## src/hw/pfp_pkg.sv

```systemverilog
// shared constants and types of the program flow and pointer unit
package pfp_pkg;
  localparam logic [7:0]  REG_TABLE_HIGH_LATCH = 8'h82;
  localparam logic [7:0]  REG_INDEX_LOW        = 8'h83;
  localparam logic [7:0]  REG_INDEX_HIGH       = 8'h84;
  localparam logic [7:0]  REG_ALU_FLAGS        = 8'h86;
  localparam logic [7:0]  REG_LOC_LOW_HALF     = 8'hce;
  localparam logic [7:0]  REG_LOC_HIGH_HALF    = 8'hcf;
  localparam logic [7:0]  REG_STACK_POINTER    = 8'hdf;
  localparam logic [7:0]  REG_INDEXED_CELL     = 8'he7;
  localparam int          FLAG_CARRY_BIT       = 2;
  localparam int          FLAG_ZERO_BIT        = 0;
  localparam logic [7:0]  FLAGS_MASK           = 8'h05;
  localparam logic [10:0] LOC_RESET            = 11'h000;
  localparam logic [7:0]  FLAGS_RESET          = 8'h00;
  localparam logic [7:0]  DATA_RESET           = 8'h00;
  localparam logic [1:0]  SP_RESET             = 2'h3;
  localparam logic [10:0] LOC_STEP             = 11'h001;
  localparam logic [10:0] LOC_SKIP_STEP        = 11'h002;
  localparam int          STACK_LEVELS         = 4;

  typedef enum logic [4:0] {
    OP_NOP        = 5'h00,
    OP_JUMP       = 5'h01,
    OP_CALL       = 5'h02,
    OP_RET        = 5'h03,
    OP_MOV_A_IMM  = 5'h04,
    OP_MOV_A_MEM  = 5'h05,
    OP_MOV_MEM_A  = 5'h06,
    OP_MOV_MEM_IMM = 5'h07,
    OP_CMP_SKIP_IMM = 5'h08,
    OP_CMP_SKIP_MEM = 5'h09,
    OP_INC_MEM_SKIP = 5'h0a,
    OP_DEC_MEM_SKIP = 5'h0b,
    OP_SKIP_IF_SET  = 5'h0c,
    OP_SKIP_IF_CLR  = 5'h0d,
    OP_ADD_MEM_A  = 5'h0e,
    OP_SUB_MEM_A  = 5'h0f,
    OP_ROT_LEFT   = 5'h10,
    OP_TABLE_FETCH = 5'h11
  } pfp_op_t;

  typedef enum logic [1:0] {
    ST_IDLE   = 2'b00,
    ST_MEM_RD = 2'b01,
    ST_ROM_RD = 2'b10
  } pfp_state_t;

  typedef struct packed {
    logic        valid;
    pfp_op_t     op;
    logic        indirect;
    logic [7:0]  addr;
    logic [7:0]  imm;
    logic [2:0]  bit_sel;
    logic [10:0] target;
  } pfp_req_t;

  typedef struct packed {
    logic        rd;
    logic        wr;
    logic [15:0] addr;
    logic [7:0]  wdata;
  } pfp_ram_t;
endpackage

```

## src/hw/pfp_core.sv

```systemverilog
// program flow, status flags, index pointers, table latch and return stack
// Function
// RULE1: carry set on add carry, no borrow, rotate-out one, compare >= 0
// RULE2: zero flag set when arithmetic, logic or branch result is zero; here only memory-to-accumulator move, compare, add and subtract update zero
// RULE3: fetch location is 11 bits, 3-bit high half and 8-bit low half
// RULE4: fetch location advances by one per executed instruction
// RULE5: jump and call load the full 11-bit destination
// RULE6: a true skip condition advances the fetch location by two
// RULE7: bit-test skips on one or zero as the opcode selects
// RULE8: compare-skip skips when accumulator equals the operand
// RULE9: increment-skip writes back and skips on wrap to zero
// RULE10: decrement-skip writes back and skips on wrap from zero
// RULE11: writing the low half jumps to the resulting address at once
// RULE12: carry out of an add into the low half increments the high half
// RULE13: borrow from the low half leaves the high half unchanged
// RULE14: both index registers are 8-bit read/write working registers
// RULE15: indexed cell reaches bank from high index, offset from low index
// RULE16: table fetch uses both index registers as program address
// RULE17: table fetch puts high byte in latch, low byte in accumulator
// RULE18: table latch is an 8-bit read/write working register
// RULE19: immediate operand goes to accumulator or a RAM location
// RULE20: direct mode moves bytes between accumulator and bank 0
// RULE21: indirect mode addresses memory through the index registers
// RULE22: four-level return stack saves and restores the fetch location
// RULE23: reset clears the fetch location to address zero
// RULE24: push decrements the stack pointer, pop increments it
// RULE25: a skip leaves flags and stack pointer untouched; compare-skip here still updates carry and zero
module pfp_core
  import pfp_pkg::*;
(
  input  wire logic        ref_clk,
  input  wire logic        nrst,
  input  wire pfp_req_t    req,
  output logic             ready,
  input  wire logic [7:0]  ram_rdata,
  output pfp_ram_t         ram,
  output logic             rom_rd,
  output logic [15:0]      rom_addr,
  input  wire logic [15:0] rom_word,
  output logic [10:0]      fetch_location,
  output logic [7:0]       accumulator,
  output logic [7:0]       alu_flags,
  output logic [7:0]       index_low,
  output logic [7:0]       index_high,
  output logic [7:0]       table_high_latch,
  output logic [1:0]       stack_pointer
);

  function automatic logic needs_mem(input pfp_op_t op);
    unique case (op)
      OP_MOV_A_MEM, OP_MOV_MEM_A, OP_MOV_MEM_IMM, OP_CMP_SKIP_MEM, OP_INC_MEM_SKIP,
      OP_DEC_MEM_SKIP, OP_SKIP_IF_SET, OP_SKIP_IF_CLR, OP_ADD_MEM_A, OP_SUB_MEM_A,
      OP_ROT_LEFT: needs_mem = 1'b1;
      default: needs_mem = 1'b0;
    endcase
  endfunction

  function automatic logic is_sys(input logic [15:0] a);
    if (a[15:8] != 8'h00) begin
      is_sys = 1'b0;
    end else begin
      unique case (a[7:0])
        REG_TABLE_HIGH_LATCH, REG_INDEX_LOW, REG_INDEX_HIGH, REG_ALU_FLAGS,
        REG_LOC_LOW_HALF, REG_LOC_HIGH_HALF, REG_STACK_POINTER: is_sys = 1'b1;
        default: is_sys = 1'b0;
      endcase
    end
  endfunction

  pfp_state_t  state_reg;
  pfp_req_t    cur_reg;
  logic [15:0] eff_reg;
  logic [10:0] stack_mem [STACK_LEVELS];

  // effective address of the incoming request
  logic [15:0] eff_next;
  always_comb begin
    if (req.indirect || req.addr == REG_INDEXED_CELL) begin
      eff_next = {index_high, index_low}; // [RULE15] [RULE21]
    end else begin
      eff_next = {8'h00, req.addr}; // [RULE20]
    end
  end

  logic accept;
  logic exec;
  assign accept = ready && req.valid;
  assign exec   = (accept && !needs_mem(req.op) && req.op != OP_TABLE_FETCH)
                  || state_reg == ST_MEM_RD || state_reg == ST_ROM_RD;

  pfp_req_t    x;
  logic [15:0] xa;
  assign x  = (state_reg == ST_IDLE) ? req : cur_reg;
  assign xa = eff_reg;

  // operand fetched from internal register or RAM
  logic [7:0] mem_b;
  always_comb begin
    mem_b = ram_rdata;
    if (is_sys(xa)) begin
      unique case (xa[7:0])
        REG_TABLE_HIGH_LATCH: mem_b = table_high_latch;
        REG_INDEX_LOW:        mem_b = index_low;
        REG_INDEX_HIGH:       mem_b = index_high;
        REG_ALU_FLAGS:        mem_b = alu_flags;
        REG_LOC_LOW_HALF:     mem_b = fetch_location[7:0];
        REG_LOC_HIGH_HALF:    mem_b = {5'h00, fetch_location[10:8]};
        default:              mem_b = {6'h00, stack_pointer};
      endcase
    end
  end

  // instruction result
  logic [8:0]  sum;
  logic [7:0]  res;
  logic        wr_res;
  logic        skip;
  logic        set_c;
  logic        set_z;
  logic        c_val;
  logic [7:0]  cmp_b;
  always_comb begin
    sum    = 9'h000;
    res    = 8'h00;
    wr_res = 1'b0;
    skip   = 1'b0;
    set_c  = 1'b0;
    set_z  = 1'b0;
    c_val  = 1'b0;
    cmp_b  = (x.op == OP_CMP_SKIP_IMM) ? x.imm : mem_b;
    unique case (x.op)
      OP_MOV_A_MEM: set_z = 1'b1; // [RULE2]
      OP_MOV_MEM_A: begin
        res    = accumulator;
        wr_res = 1'b1;
      end
      OP_MOV_MEM_IMM: begin
        res    = x.imm; // [RULE19]
        wr_res = 1'b1;
      end
      OP_CMP_SKIP_IMM, OP_CMP_SKIP_MEM: begin
        sum   = {1'b0, accumulator} - {1'b0, cmp_b};
        set_c = 1'b1;
        set_z = 1'b1;
        c_val = !sum[8]; // [RULE1]
        skip  = accumulator == cmp_b; // [RULE8]
      end
      OP_INC_MEM_SKIP: begin
        res    = mem_b + 8'h01;
        wr_res = 1'b1;
        skip   = mem_b == 8'hff; // [RULE9]
      end
      OP_DEC_MEM_SKIP: begin
        res    = mem_b - 8'h01;
        wr_res = 1'b1;
        skip   = mem_b == 8'h00; // [RULE10]
      end
      OP_SKIP_IF_SET: skip = mem_b[x.bit_sel]; // [RULE7]
      OP_SKIP_IF_CLR: skip = !mem_b[x.bit_sel]; // [RULE7]
      OP_ADD_MEM_A: begin
        sum    = {1'b0, mem_b} + {1'b0, accumulator};
        res    = sum[7:0];
        wr_res = 1'b1;
        set_c  = 1'b1;
        set_z  = 1'b1;
        c_val  = sum[8]; // [RULE1]
      end
      OP_SUB_MEM_A: begin
        sum    = {1'b0, mem_b} - {1'b0, accumulator};
        res    = sum[7:0];
        wr_res = 1'b1;
        set_c  = 1'b1;
        set_z  = 1'b1;
        c_val  = !sum[8]; // [RULE1]
      end
      OP_ROT_LEFT: begin
        res    = {mem_b[6:0], alu_flags[FLAG_CARRY_BIT]};
        wr_res = 1'b1;
        set_c  = 1'b1;
        c_val  = mem_b[7]; // [RULE1]
      end
      default: ;
    endcase
  end

  logic [7:0] z_src;
  assign z_src = (x.op == OP_MOV_A_MEM) ? mem_b
               : (x.op == OP_CMP_SKIP_IMM || x.op == OP_CMP_SKIP_MEM) ? sum[7:0] : res;

  logic sys_wr;
  assign sys_wr = exec && wr_res && is_sys(xa);

  // sequencing of multi-cycle requests
  always_ff @(posedge ref_clk or negedge nrst) begin
    if (!nrst) begin
      state_reg <= ST_IDLE;
      ready     <= 1'b1;
      cur_reg   <= '0;
      eff_reg   <= 16'h0000;
      rom_rd    <= 1'b0;
      rom_addr  <= 16'h0000;
    end else begin
      rom_rd <= 1'b0;
      if (state_reg != ST_IDLE) begin
        state_reg <= ST_IDLE;
        ready     <= 1'b1;
      end else if (accept && needs_mem(req.op)) begin
        state_reg <= ST_MEM_RD;
        ready     <= 1'b0;
        cur_reg   <= req;
        eff_reg   <= eff_next;
      end else if (accept && req.op == OP_TABLE_FETCH) begin
        state_reg <= ST_ROM_RD;
        ready     <= 1'b0;
        cur_reg   <= req;
        rom_rd    <= 1'b1;
        rom_addr  <= {index_high, index_low}; // [RULE16]
      end
    end
  end

  // external RAM strobes; system register addresses never reach RAM
  always_ff @(posedge ref_clk or negedge nrst) begin
    if (!nrst) begin
      ram <= '0;
    end else begin
      ram.rd <= accept && needs_mem(req.op) && !is_sys(eff_next);
      ram.wr <= exec && wr_res && !is_sys(xa);
      if (accept && needs_mem(req.op)) begin
        ram.addr <= eff_next;
      end
      if (exec && wr_res) begin
        ram.wdata <= res;
      end
    end
  end

  // fetch location
  logic [10:0] loc_seq;
  assign loc_seq = fetch_location + LOC_STEP;
  always_ff @(posedge ref_clk or negedge nrst) begin
    if (!nrst) begin
      fetch_location <= LOC_RESET; // [RULE23]
    end else if (exec) begin
      if (x.op == OP_JUMP || x.op == OP_CALL) begin
        fetch_location <= x.target; // [RULE5] [RULE3]
      end else if (x.op == OP_RET) begin
        fetch_location <= stack_mem[~(stack_pointer + 2'h1)]; // [RULE22]
      end else if (sys_wr && xa[7:0] == REG_LOC_LOW_HALF) begin
        // only an add carries upward; a borrow never reaches the high half
        fetch_location[7:0]  <= res; // [RULE11] [RULE13]
        fetch_location[10:8] <= fetch_location[10:8]
                                + {2'h0, x.op == OP_ADD_MEM_A && sum[8]}; // [RULE12]
      end else if (sys_wr && xa[7:0] == REG_LOC_HIGH_HALF) begin
        fetch_location <= {res[2:0], fetch_location[7:0]} + LOC_STEP;
      end else if (skip) begin
        fetch_location <= fetch_location + LOC_SKIP_STEP; // [RULE6]
      end else begin
        fetch_location <= loc_seq; // [RULE4]
      end
    end
  end

  // return stack; pointer starts at level three
  always_ff @(posedge ref_clk or negedge nrst) begin
    if (!nrst) begin
      stack_pointer <= SP_RESET;
    end else if (exec && x.op == OP_CALL) begin
      stack_pointer <= stack_pointer - 2'h1; // [RULE24]
    end else if (exec && x.op == OP_RET) begin
      stack_pointer <= stack_pointer + 2'h1; // [RULE24]
    end else if (sys_wr && xa[7:0] == REG_STACK_POINTER) begin
      stack_pointer <= res[1:0];
    end
  end

  always_ff @(posedge ref_clk) begin
    if (exec && x.op == OP_CALL) begin
      stack_mem[~stack_pointer] <= loc_seq; // [RULE22]
    end
  end

  // carry and zero
  always_ff @(posedge ref_clk or negedge nrst) begin
    if (!nrst) begin
      alu_flags <= FLAGS_RESET;
    end else if (sys_wr && xa[7:0] == REG_ALU_FLAGS) begin
      alu_flags <= res & FLAGS_MASK;
    end else if (exec) begin
      if (set_c) begin
        alu_flags[FLAG_CARRY_BIT] <= c_val; // [RULE1] [RULE25]
      end
      if (set_z) begin
        alu_flags[FLAG_ZERO_BIT] <= z_src == 8'h00; // [RULE2]
      end
    end
  end

  // accumulator, index registers and table latch
  always_ff @(posedge ref_clk or negedge nrst) begin
    if (!nrst) begin
      accumulator      <= DATA_RESET;
      index_low        <= DATA_RESET;
      index_high       <= DATA_RESET;
      table_high_latch <= DATA_RESET;
    end else if (state_reg == ST_ROM_RD) begin
      table_high_latch <= rom_word[15:8]; // [RULE17]
      accumulator      <= rom_word[7:0]; // [RULE17]
    end else if (exec) begin
      if (x.op == OP_MOV_A_IMM) begin
        accumulator <= x.imm; // [RULE19]
      end else if (x.op == OP_MOV_A_MEM) begin
        accumulator <= mem_b; // [RULE20]
      end
      if (sys_wr && xa[7:0] == REG_INDEX_LOW) begin
        index_low <= res; // [RULE14]
      end
      if (sys_wr && xa[7:0] == REG_INDEX_HIGH) begin
        index_high <= res; // [RULE14]
      end
      if (sys_wr && xa[7:0] == REG_TABLE_HIGH_LATCH) begin
        table_high_latch <= res; // [RULE18]
      end
    end
  end

  jump_load_a: assert property (@(posedge ref_clk) disable iff (!nrst) // [RULE5]
    exec && x.op == OP_JUMP |=> fetch_location == $past(x.target))
    else $error("jump did not load destination");

  seq_step_a: assert property (@(posedge ref_clk) disable iff (!nrst) // [RULE4]
    exec && x.op == OP_MOV_A_IMM |=> fetch_location == $past(fetch_location) + LOC_STEP)
    else $error("sequential step not one");

  bit_skip_a: assert property (@(posedge ref_clk) disable iff (!nrst) // [RULE7]
    exec && x.op == OP_SKIP_IF_SET && mem_b[x.bit_sel] && !is_sys(xa)
    |=> fetch_location == $past(fetch_location) + LOC_SKIP_STEP)
    else $error("bit set did not skip");

  cmp_flags_a: assert property (@(posedge ref_clk) disable iff (!nrst) // [RULE1]
    exec && x.op == OP_CMP_SKIP_IMM
    |=> alu_flags[FLAG_CARRY_BIT] == ($past(accumulator) >= $past(x.imm))
        && alu_flags[FLAG_ZERO_BIT] == ($past(accumulator) == $past(x.imm)))
    else $error("compare flags wrong");

  call_push_a: assert property (@(posedge ref_clk) disable iff (!nrst) // [RULE24]
    exec && x.op == OP_CALL |=> stack_pointer == $past(stack_pointer) - 2'h1)
    else $error("push did not decrement pointer");

  call_ret_a: assert property (@(posedge ref_clk) disable iff (!nrst) // [RULE22]
    exec && x.op == OP_CALL ##1 (exec && x.op == OP_RET)
    |=> fetch_location == $past(fetch_location, 2) + LOC_STEP)
    else $error("return address lost");

  rom_addr_a: assert property (@(posedge ref_clk) disable iff (!nrst) // [RULE16]
    accept && req.op == OP_TABLE_FETCH
    |=> rom_rd && rom_addr == {$past(index_high), $past(index_low)} ##1 state_reg == ST_IDLE)
    else $error("table fetch address wrong");

  table_load_a: assert property (@(posedge ref_clk) disable iff (!nrst) // [RULE17]
    state_reg == ST_ROM_RD |=> table_high_latch == $past(rom_word[15:8])
                               && accumulator == $past(rom_word[7:0]))
    else $error("table fetch bytes misplaced");

  skip_quiet_a: assert property (@(posedge ref_clk) disable iff (!nrst) // [RULE25]
    exec && (x.op == OP_SKIP_IF_CLR || x.op == OP_INC_MEM_SKIP) && !is_sys(xa)
    |=> $stable(alu_flags) && $stable(stack_pointer))
    else $error("skip disturbed flags");

endmodule

```

## config.mk

```make
export PLATFORM = sky130hd
export DESIGN_NAME = pfp_core
export DESIGN_NICKNAME = d
export VERILOG_FILES = /design/src/hw/pfp_pkg.sv /design/src/hw/pfp_core.sv
export SDC_FILE = /design/constraint.sdc
export NUM_CORES = 1
export LEC_CHECK = 0
export BUFFER_PORTS_ARGS = -buffer_cell sky130_fd_sc_hd__buf_2
export CELL_PAD_IN_SITES_DETAIL_PLACEMENT = 1
export CELL_PAD_IN_SITES_GLOBAL_PLACEMENT = 1
export CORE_ASPECT_RATIO = 0.7
export CORE_UTILIZATION = 40
export DETAILED_ROUTE_END_ITERATION = 10
export GPL_ROUTABILITY_DRIVEN = 1
export GPL_TIMING_DRIVEN = 0
export MAX_ROUTING_LAYER = met4
export PLACE_DENSITY = 0.73
export SYNTH_ARGS = -nofsm -noshare
export SYNTH_HDL_FRONTEND = slang
export SYNTH_SLANG_ARGS = --single-unit
```

## constraint.sdc

```tcl
create_clock -name ref_clk -period 4.8 [get_ports ref_clk]
set_input_delay 0.96 -clock ref_clk [delete_from_list [all_inputs] [get_ports ref_clk]]
set_output_delay 0.96 -clock ref_clk [all_outputs]
set_load 0.005 [all_outputs]
```

==> results of run 1 <==
-- layout by cell type (no fill, tap or decap), types with 7 or more instances in the layout --
master	synthesis	layout
a211oi_1	10	8
a21o_1	12	12
a21oi_1	56	45
a21oi_2	0	10
a221o_1	8	8
a222oi_1	8	8
a31oi_1	9	9
and2_1	8	8
and3_1	10	10
and3b_1	9	8
buf_1	9	8
buf_2	5	151
buf_4	7	79
clkbuf_1	49	36
clkbuf_16	0	17
dfrtp_1	133	127
edfxtp_1	44	44
ha_1	40	34
inv_1	46	43
mux2_2	68	67
mux2i_1	42	37
mux4_2	11	11
nand2_1	128	126
nand2b_1	14	14
nand3_1	42	40
nand3b_1	8	8
nand4_1	13	13
nor2_1	86	80
nor3_1	27	25
o211ai_1	12	12
o21a_1	9	9
o21ai_0	70	64
o21ai_1	3	7
o22ai_1	12	12
xnor2_1	21	21
xor2_1	9	9
-- layer usage --
layer	share of wire (%)	track usage, %
met1	45	45.1
met3	7.2	5.79
met5	0	-
met4	2.4	9.28
met2	45	47.5
-- critical path, delay by kind of cell, from the launching register on --
family / cells / cell delay, ns
AO/OA/AOI/OAI: 12 / 2.24
XOR/XNOR: 1 / 0.14
adder cells (fa/ha/maj): 3 / 0.70
buffers and inverters: 2 / 0.25
flip-flops: 1 / 0.40
AND/OR/NAND/NOR: 4 / 1.07
-- power groups by stage --
| stage | clock network [mW] | logic, mW | registers, mW |
|---|---|---|---|
| 2_1_floorplan | 0 | 1.57 | 2.13 |
| 3_3_place_gp | 0 | 2.28 | 2.22 |
| 3_5_place_dp | 0 | 2.37 | 2.24 |
| 4_1_cts | 1.49 | 2.66 | 2.22 |
| 5_1_grt | 1.55 | 3.08 | 2.28 |
| 6_report | 1.47 | 2.89 | 2.25 |
-- area by class of cell --
class,instances,area [µm²],share of cell area (%)
multi-input combinational,887,6880,47.2
timing repair buffer,225,1360,9.32
sequential,180,4740,32.5
buffer,68,362,2.48
tap,371,464,3.19
inverter,47,176,1.21
clock inverter,14,170,1.17
clock buffer,18,429,2.95
-- cell families after synthesis --
group / share of synthesized area (%)
and+or+nand+nor: 17.6
AOI/OAI and AO/OA: 17.3
DFF: 41.0
muxes: 12.6
buffers and inverters: 4.19
adders and majority gates: 5.03
xor gates and xnor gates: 2.28
other: 0.0325
-- path summary, 6_finish.rpt --
| check | start | end | slack (ns) | depth (start not counted) |
|---|---|---|---|---|
| hold / removal | nrst | accumulator[3] | 0.46 | 1 |
| hold reg to reg | ram[16] | ram[16] | 0.48 | 2 |
| min in group ref_clk | ram[16] | ram[16] | 0.48 | 2 |
| setup / recovery | eff_reg[0] | fetch_location[10] | -0.04 | 22 |
| setup reg to reg | eff_reg[0] | fetch_location[10] | -0.04 | 22 |
| max in group asynchronous | nrst | stack_pointer[0] | 3.45 | 2 |
-- what timing repair did --
| action | in CTS | in global routing |
|---|---|---|
| buffers inserted | 47 | 28 |
| pin swaps | 28 | 39 |
| resized for setup | 74 | 63 |
| endpoints found under the setup margin | 39 | 24 |
-- cell usage after synthesis (all sizes together), types with 10 or more instances --
library cell  number  area share (%)
a211oi            12            0.93
nor3              27             1.2
buf               22             1.1
nand3             42             1.8
inv               47             1.5
mux2i             42             3.6
dfrtp            133              29
o211ai            12            0.78
ha                40             4.3
a21oi             57             2.6
nand4             13            0.71
xnor2             21             1.6
mux2              69             6.8
nand2            128             4.2
nor2              87             3.0
nand2b            14            0.76
clkbuf            49             1.6
o21ai             73             3.2
o22ai             13            0.76
mux4              11             2.1
edfxtp            44              11
and3              10            0.54
a21o              12            0.78
==> metrics.csv, run 1 <==
stage;metric;value;unit
detailed_routing;DRC;0;
floorplanning;core area;28100;µm²
pwr;P_leak;6.53;nW
clock_network;Root Buffer;clkbuf_16;
timing;clk_skew;0.0138;ns
worst_setup_path;Startpoint Class;flip-flop;
detailed_routing;Pre-antenna DRT Iters;8;
synth;Synth Register Bits;180;
floorplanning;FP Rows;51;
timing;minimum clock period;4.84;ns
job;Max Cap Violations;0;
clock_network;clk buf depth;2;
floorplanning;Initial Util;41.1;%
finish;Finished Layout Cells;1810;
global_route;first-pass GRT wire length;68.1;mm
worst_setup_path;crit end category;flip-flop;
timing;Slew HR;14.3;%
synth;Cell variety after synth;94;
place;Area after DPL;12900;µm²
synth;top_reg_cell synth;dfrtp_1;
pwr;switching power;2.68;mW
floorplanning;die width;205;µm
global_route;largest net degree at the start of global routing;76;
clock_network;CTS tree;built;
hold_path;worst min path class;input port to asynchronous set/reset pin;
clock_network;CTS sink cnt;180;
synth;sequential fraction of the synthesis area;41.0;%
finish;layout cells sized above 1;32.7;%
timing;Final Hold Viols;0;
detailed_routing;WL per Instance;25.6;µm
finish;Final Cell Area;14600;µm²
synth;Async SR Flop Fraction;75.6;%
floorplanning;die area;29500;µm²
detailed_routing;Routed Antenna Nets;0;
clock_network;Clk Latency, worst-skew pair;0.47;ns
synth;Post-synth EDFFs;44;
timing;Worst-Margin Slew;1.28;ns
worst_setup_path;CP Cell Sequence;buf_6 -> or4b_4 -> a311o_2 -> and3b_2 -> a211oi_4 -> inv_2 -> fa_2 -> a21oi_2 -> o21bai_2 -> a21oi_2 -> o21bai_2 -> a21o_1 -> a21oi_2 -> a21oi_2 -> nor2_4 -> ha_4 -> ha_4 -> xor2_1 -> o22ai_1 -> o41ai_1 -> o21ai_1 -> nor2_1;
place;placed insts;1710;
pwr;Max rail drop VDD;0.000362;V
run_status;failing checks;setup timing;
pwr;Switching Fraction;40.5;%
detailed_routing;post-DR vias/cell;6.15;
finish;diode count;0;
clock_network;Clock transition at path regs;0.08;ns
detailed_routing;Iter 0 DRT Violations;1027;
timing;RSZ-0062 raised after global routing;true;
finish;Final Util;51.9;%
pwr;internal power;3.93;mW
worst_setup_path;cell mode on critical path;a21oi_2;
place;GP Congestion;0.973;
clock_network;TritonCTS Buffers;17;
pwr;Logic pwr share;43.7;%
synth;Mapped Avg Cell Area;9.77;µm²
pwr;Power Total;6.61;mW
worst_setup_path;CP peak stage delay;0.51;ns
run_status;status;finished, violations left;
timing;f_max;0.207;GHz
finish;Area growth syn-to-layout;26.3;%
place;Buffers on Ports;151;
timing;final setup margin;-0.0395;ns
detailed_routing;Vias;11133;
global_route;vias in the first global route;11034;
detailed_routing;DRT Wirelength;46.4;mm
timing;Final Slew Violations;0;
synth;Synth Warn #;0;
clock_network;CTS H-tree lvls;4;
floorplanning;total I/O pin count;160;
worst_setup_path;critical path start-end classification;flip-flop to flip-flop;
timing;final worst-path cycle share;101;%
timing;Worst Hold Slack;0.465;ns
clock_network;# hold bufs at CTS;0;
finish;Final nets;1533;
place;DP HPWL;32.9;mm
pwr;clock share of power;22.3;%
global_route;Overflow after GRT;0;
floorplanning;die height;144;µm
worst_setup_path;Worst EP required;5.19;ns
global_route;Total GRT Usage;32.2;%
finish;max FFs per register;44;
pwr;sequential share of power;34.1;%
worst_setup_path;largest fanout on the critical path;5;
global_route;initial antenna violation count;0;
synth;Post-Synthesis Cell Area;11500;µm²
timing;setup violators final;1;
finish;FILL cells;3222;
place;dpl ws;-1.09;ns
worst_setup_path;crit path DAT;5.23;ns
pwr;pwr/cell area;453;nW/µm²
timing;Setup TNS Final;-0.0395;ns
synth;Cells after Synth;1180;
worst_setup_path;Crit-path slowest cell;or4b_4;
Note: power is estimated with default switching activity, not from simulation.
==> inputs of run 2 (changes only) <==
- PLACE_DENSITY: 0.73 -> 0.7
- SLEW_MARGIN: default -> 20
- clock period: 4.8 -> 5.94 ns (I/O delays scaled with it)
==> run 2 against run 1 <==
Compared with the run above:
- the flow now finishes without violations
- total power is 25% lower
- combinational power is 32% lower
- critical path depth is 1 higher
- maximum frequency is 13% lower
- sequential power is 20% lower
- clock-buffer cell count is 4 higher
- clock skew hardly changed
- sequential share of layout area is 2.3 points higher
- final cell count is 3.4% lower
- sequential cell count stayed put
- core utilization is 3.5 points lower
==> metrics.csv, run 2 (synthesized netlist as in run 1, its figures left out) <==
stage;metric;value;unit;change
worst_setup_path;crit end category;flip-flop;;unchanged
worst_setup_path;CP Cell Sequence;nor4_4 -> nand2_1 -> a311o_1 -> clkbuf_1 -> a22oi_2 -> inv_1 -> ha_1 -> inv_1 -> a21oi_1 -> o21ai_0 -> a21oi_1 -> nor2_1 -> nor2_1 -> o21ai_0 -> a21oi_1 -> nor2_2 -> ha_1 -> ha_1 -> xor2_1 -> o22ai_1 -> o41ai_1 -> o21ai_0 -> nor2_1;;was buf_6 -> or4b_4 -> a311o_2 -> and3b_2 -> a211oi_4 -> inv_2 -> fa_2 -> a21oi_2 -> o21bai_2 -> a21oi_2 -> o21bai_2 -> a21o_1 -> a21oi_2 -> a21oi_2 -> nor2_4 -> ha_4 -> ha_4 -> xor2_1 -> o22ai_1 -> o41ai_1 -> o21ai_1 -> nor2_1
finish;layout cells sized above 1;23.9;%;was 32.7%
floorplanning;FP Rows;51;;unchanged
worst_setup_path;crit path DAT;5.96;ns;was 5.23 ns
worst_setup_path;flop2flop setup slack;0.38;ns;was -0.04 ns
global_route;initial antenna violation count;0;;unchanged
worst_setup_path;largest fanout on the critical path;10;;was 5
floorplanning;die width;205;µm;unchanged
worst_setup_path;worst r2r dst;fetch_location[10];;unchanged
timing;minimum clock period;5.56;ns;was 4.84 ns
pwr;P_leak;6.12;nW;was 6.53 nW
finish;Final nets;1471;;was 1533
global_route;Total GRT Usage;30.7;%;was 32.2%
place;dpl ws;-0.323;ns;was -1.09 ns
worst_setup_path;FF-to-FF Start;eff_reg[3];;was eff_reg[0]
worst_setup_path;crit path buf inv count;3;;was 2
hold_path;Worst Hold Depth;2;;
detailed_routing;Pre-antenna DRT Iters;7;;was 8
place;Buffers on Ports;151;;unchanged
timing;final worst-path cycle share;93.6;%;was 101%
place;DP HPWL;32.6;mm;was 32.9 mm
place;GP Congestion;0.971;;was 0.973
clock_network;CTS sink cnt;180;;unchanged
floorplanning;die height;144;µm;unchanged
detailed_routing;DRT Wirelength;43.0;mm;was 46.4 mm
clock_network;Root Buffer;clkbuf_16;;unchanged
worst_setup_path;critical path start-end classification;flip-flop to flip-flop;;unchanged
clock_network;TritonCTS Buffers;17;;unchanged
timing;final setup margin;0.379;ns;was -0.0395 ns
timing;Slew HR;25.7;%;was 14.3%
place;placed insts;1713;;was 1710
floorplanning;core area;28100;µm²;unchanged
place;Area after DPL;12900;µm²;about the same
worst_setup_path;CP peak stage delay;0.56;ns;was 0.51 ns
pwr;pwr/cell area;365;nW/µm²;was 453 nW/µm²
clock_network;Clk Latency, worst-skew pair;0.47;ns;about the same
finish;FILL cells;3222;;unchanged
finish;Multi-input gate area;6450;µm²;was 6880 µm²
pwr;Max rail drop VDD;0.000302;V;was 0.000362 V
timing;RSZ-0062 raised after global routing;false;;was true
finish;commonest non-fill, non-tap cell in the layout;buf_2;;unchanged
worst_setup_path;Crit path max-delay family;compound AO/OA/AOI/OAI gates;;unchanged
timing;Final Hold Viols;0;;unchanged
worst_setup_path;cell count along the critical path;23;;was 22
timing;Setup TNS Final;0;ns;was -0.0395 ns
timing;Final Slew Violations;0;;unchanged
detailed_routing;Iter 0 DRT Violations;782;;was 1027
global_route;vias in the first global route;10420;;was 11034
job;Max Cap Violations;0;;unchanged
finish;max FFs per register;44;;unchanged
clock_network;CTS H-tree lvls;4;;unchanged
global_route;largest net degree at the start of global routing;79;;was 76
clock_network;Clock transition at path regs;0.08;ns;about the same
timing;Worst-Margin Slew;1.11;ns;was 1.28 ns
finish;Final Cell Area;13600;µm²;was 14600 µm²
floorplanning;Initial Util;41.1;%;unchanged
worst_setup_path;Startpoint Class;flip-flop;;unchanged
clock_network;clk buf depth;2;;unchanged
timing;clk_skew;0.0134;ns;was 0.0138 ns
clock_network;CTS tree;built;;unchanged
global_route;first-pass GRT wire length;65.0;mm;was 68.1 mm
hold_path;Worst Hold Path EP;ram[19];;
detailed_routing;Routed Antenna Nets;0;;unchanged
worst_setup_path;worst-case reg-to-reg path depth;23;;was 22
worst_setup_path;Worst EP required;6.34;ns;was 5.19 ns
floorplanning;die area;29500;µm²;unchanged
detailed_routing;WL per Instance;24.6;µm;was 25.6 µm
detailed_routing;post-DR vias/cell;6.03;;was 6.15
finish;Final Util;48.4;%;was 51.9%
worst_setup_path;Crit-path slowest cell;nor4_4;;was or4b_4
detailed_routing;DRC;0;;unchanged
finish;diode count;0;;unchanged
hold_path;worst min path class;flip-flop to flip-flop;;was input port to asynchronous set/reset pin
finish;register area;4730;µm²;was 4740 µm²
timing;setup violators final;0;;was 1
run_status;status;finished, final reports clean;;was finished, violations left
floorplanning;total I/O pin count;160;;unchanged
finish;Finished Layout Cells;1748;;was 1810
finish;commonest non-fill, non-tap cells in the layout;buf_2, dfrtp_1, nand2_1, nor2_1, o21ai_0;;was buf_2, dfrtp_1, nand2_1, nor2_1, buf_4
detailed_routing;Vias;10539;;was 11133
hold_path;hold_sp;ram[19];;
global_route;Overflow after GRT;0;;unchanged
timing;f_max;0.180;GHz;was 0.207 GHz
finish;Area growth syn-to-layout;17.9;%;was 26.3%
[run 2: cell types whose count changed in the layout (fill, tap and decap cells not counted), sizes merged]
cell	delta
buf	-63
bufinv	-1
clkbuf	+5
inv	-1
clkinvlp	-2
[run 2: worst max-delay path by stage]
stage,slack [ns],to,startpoint
floorplan,0.69,fetch_location[10],req[33]
global placement,-0.42,alu_flags[0],req[33]
detailed placement,-0.32,fetch_location[10],req[33]
CTS,0.10,fetch_location[6],eff_reg[9]
global route,0.02,fetch_location[10],req[33]
finish,0.38,fetch_location[10],eff_reg[3]
[run 2: final cells by class]
class | count | share of cell area [%]
inverter | 47 | 1.30
multi-input combinational | 887 | 47.5
buffer | 71 | 2.28
clock buffer | 22 | 3.68
timing repair buffer | 160 | 6.24
tap | 371 | 3.41
clock inverter | 10 | 0.828
sequential | 180 | 34.8
[run 2: through the flow]
| step | total power [mW] | hold slack (ns) |
|---|---|---|
| floorplan | 2.98 | 0.450 |
| global placement | 3.64 | 0.459 |
| detailed placement | 3.71 | 0.469 |
| CTS | 4.94 | 0.484 |
| global route | 5.23 | 0.503 |
| finish | 4.96 | 0.475 |
[run 2: routing by layer]
layer	up-vias	routed length [µm]	track usage [%]
li1	4731	-	-
met3	57	3090	7.73
met2	331	19000	44.6
met5	-	0	-
met4	0	794	8.27
met1	5420	20200	42.5
[run 2: where the power goes]
part           total, mW  internal (mW)  switching (mW)
Clock               1.21          0.655           0.554
Sequential          1.79           1.54           0.253
Combinational       1.97          0.800            1.17
[run 2: worst min-delay path: cells and delay by family (launching register included)]
kind,cells,cell delay (ns)
flip-flops,1,0.34
AO/OA/AOI/OAI,1,0.06
AND/OR/NAND/NOR,1,0.04
[run 2: timing repair]
item / in CTS / in global routing
setup endpoints to repair: 2 / 6
pin swaps: 0 / 1
gates resized for setup: 2 / 14
cloned: 0 / 0
hold buffers: 0 / 0
setup buffers: 0 / 3
==> inputs of run 3 (changes only) <==
- clock period: 5.94 -> 6.2 ns (I/O delays scaled with it)
==> run 3 against run 2 <==
Compared with the run above:
- final cell count decreased by 0.17%
- register-to-register slack better by 0.05 ns
- clock power down 4%
- core utilization down 0.21 points
- sequential power decreased by 4%
- routed wire length shrank 0.24%
- sequential cell count did not move
- clock skew shrank 0.0011 ns
==> metrics.csv, run 3 (synthesized netlist as in run 1, its figures left out) <==
stage;metric;value;unit;change
place;Buffers on Ports;151;;unchanged
finish;Multi-input gate area;6420;µm²;was 6450 µm²
timing;clk_skew;0.0123;ns;was 0.0134 ns
worst_setup_path;worst r2r dst;fetch_location[10];;unchanged
clock_network;post-CTS setup buffer count;0;;unchanged
clock_network;TritonCTS Buffers;17;;unchanged
detailed_routing;post-DR vias/cell;6.00;;was 6.03
floorplanning;total I/O pin count;160;;unchanged
pwr;pwr/cell area;351;nW/µm²;was 365 nW/µm²
run_status;status;finished, final reports clean;;unchanged
worst_setup_path;critical path start-end classification;flip-flop to flip-flop;;unchanged
detailed_routing;Pre-antenna DRT Iters;6;;was 7
floorplanning;core area;28100;µm²;unchanged
worst_setup_path;Worst Setup EP;fetch_location[10];;unchanged
global_route;initial antenna violation count;0;;unchanged
finish;commonest non-fill, non-tap cell in the layout;buf_2;;unchanged
finish;max FFs per register;44;;unchanged
worst_setup_path;largest fanout on the critical path;10;;unchanged
finish;Final nets;1468;;was 1471
detailed_routing;Vias;10469;;was 10539
worst_setup_path;crit path DAT;6.18;ns;was 5.96 ns
floorplanning;FP Rows;51;;unchanged
worst_setup_path;flop2flop setup slack;0.42;ns;was 0.38 ns
finish;diode count;0;;unchanged
clock_network;Root Buffer;clkbuf_16;;unchanged
floorplanning;die area;29500;µm²;unchanged
clock_network;CTS sink cnt;180;;unchanged
detailed_routing;DRC;0;;unchanged
timing;f_max;0.173;GHz;was 0.180 GHz
timing;Worst-Margin Slew;1.10;ns;was 1.11 ns
timing;setup violators final;0;;unchanged
place;GP Congestion;0.971;;unchanged
worst_setup_path;Worst EP required;6.60;ns;was 6.34 ns
detailed_routing;WL per Instance;24.6;µm;about the same
place;placed insts;1713;;unchanged
clock_network;CTS H-tree lvls;4;;unchanged
global_route;Total GRT Usage;30.7;%;unchanged
floorplanning;Initial Util;41.1;%;unchanged
floorplanning;die height;144;µm;unchanged
worst_setup_path;CP startpoint;eff_reg[6];;was eff_reg[3]
global_route;first-pass GRT wire length;65.0;mm;unchanged
clock_network;Clock transition at path regs;0.08;ns;about the same
clock_network;# hold bufs at CTS;0;;unchanged
clock_network;CTS tree;built;;unchanged
hold_path;worst min path class;flip-flop to flip-flop;;unchanged
global_route;Overflow after GRT;0;;unchanged
pwr;Max rail drop VDD;0.000291;V;was 0.000302 V
finish;FILL cells;3223;;was 3222
timing;Final Hold Viols;0;;unchanged
global_route;vias in the first global route;10420;;unchanged
floorplanning;die width;205;µm;unchanged
timing;RSZ-0062 raised after global routing;false;;unchanged
detailed_routing;Routed Antenna Nets;0;;unchanged
worst_setup_path;Startpoint Class;flip-flop;;unchanged
pwr;Power Total;4.75;mW;was 4.96 mW
timing;Slew HR;26.3;%;was 25.7%
timing;final worst-path cycle share;93.2;%;was 93.6%
job;Max Cap Violations;0;;unchanged
timing;Final Slew Violations;0;;unchanged
clock_network;clk buf depth;2;;unchanged
global_route;largest net degree at the start of global routing;79;;unchanged
finish;register area;4730;µm²;unchanged
finish;commonest non-fill, non-tap cells in the layout;buf_2, dfrtp_1, nand2_1, nor2_1, o21ai_0;;unchanged
finish;layout cells sized above 1;23.4;%;was 23.9%
worst_setup_path;worst-case reg-to-reg path depth;22;;was 23
finish;Area growth syn-to-layout;17.3;%;was 17.9%
pwr;P_leak;6.10;nW;was 6.12 nW
finish;Finished Layout Cells;1745;;was 1748
worst_setup_path;crit end category;flip-flop;;unchanged
place;DP HPWL;32.6;mm;unchanged
clock_network;Clk Latency, worst-skew pair;0.47;ns;about the same
detailed_routing;Iter 0 DRT Violations;821;;was 782
timing;minimum clock period;5.78;ns;was 5.56 ns
detailed_routing;DRT Wirelength;42.9;mm;was 43.0 mm
worst_setup_path;FF-to-FF Start;eff_reg[6];;was eff_reg[3]
[run 3: through the flow]
stage               hold slack [ns]  setup TNS, ns  util (%)  worst slack, ns  instance area, µm²
finish                        0.476              0      48.2            0.424               13500
global route                  0.503              0      48.2          0.00861               13500
CTS                           0.484              0      48.0            0.219               13500
global placement              0.459         -0.556      45.5           -0.215               12800
floorplan                     0.450              0         -            0.900               11600
detailed placement            0.469         -0.119      45.8           -0.115               12900
[run 3: worst min-delay path by stage]
stage | startpoint | end | slack (ns) | cells past startpoint
6_report | ram[19] | ram[19] | 0.48 | 2
5_1_grt | ram[4] | ram[4] | 0.50 | 2
4_1_cts | ram[19] | ram[19] | 0.48 | 2
3_5_place_dp | ram[19] | ram[19] | 0.47 | 2
3_3_place_gp | ram[2] | ram[2] | 0.46 | 2
2_1_floorplan | eff_reg[13] | eff_reg[13] | 0.45 | 2
[run 3: final cells by class]
type	count	area share (%)
multi-input cells	887	47.4
flip-flops and latches	180	34.9
repair buffers	157	6.10
clock buffers	22	3.70
well taps	371	3.43
plain buffers	71	2.28
inverters	47	1.30
clock inverters	10	0.832
[run 3: worst max-delay path, stage by stage (launching register included)]
cell      delay [ns]
dfrtp_1         0.47
clkbuf_1        0.42
or4_1           0.28
o32a_1          0.28
o221ai_1        0.20
a211oi_4        0.69
inv_1           0.31
fa_1            0.51
a21oi_1         0.16
o21bai_1        0.12
a21oi_1         0.20
o21bai_1        0.13
a21o_1          0.20
a21oi_1         0.20
a21oi_1         0.09
nor2_1          0.32
ha_1            0.22
ha_1            0.15
xor2_1          0.14
o22ai_1         0.10
o41ai_1         0.30
o21ai_0         0.13
nor2_1          0.10
[run 3: power breakdown]
part           total [mW]  internal, mW  switching [mW]
Sequential           1.72          1.47           0.244
Combinational        1.88         0.762            1.11
Clock                1.16         0.627           0.531
Total                4.75          2.86            1.89
[run 3: timing repair]
item | CTS | global route
hold endpoints to repair | 0 | 0
gates resized for setup | 0 | 7
setup endpoints to repair | 0 | 2
[run 3: metal layers]
metal  wire length, µm  up-vias  share of wire, %  track usage, %
met5                 0        -                 0               -
met4               794        0               1.8            8.27
met3              2960       54               6.9            7.73
met2             18900      302                44            44.5
met1             20300     5386                47            42.5
li1                  -     4727                 -               -
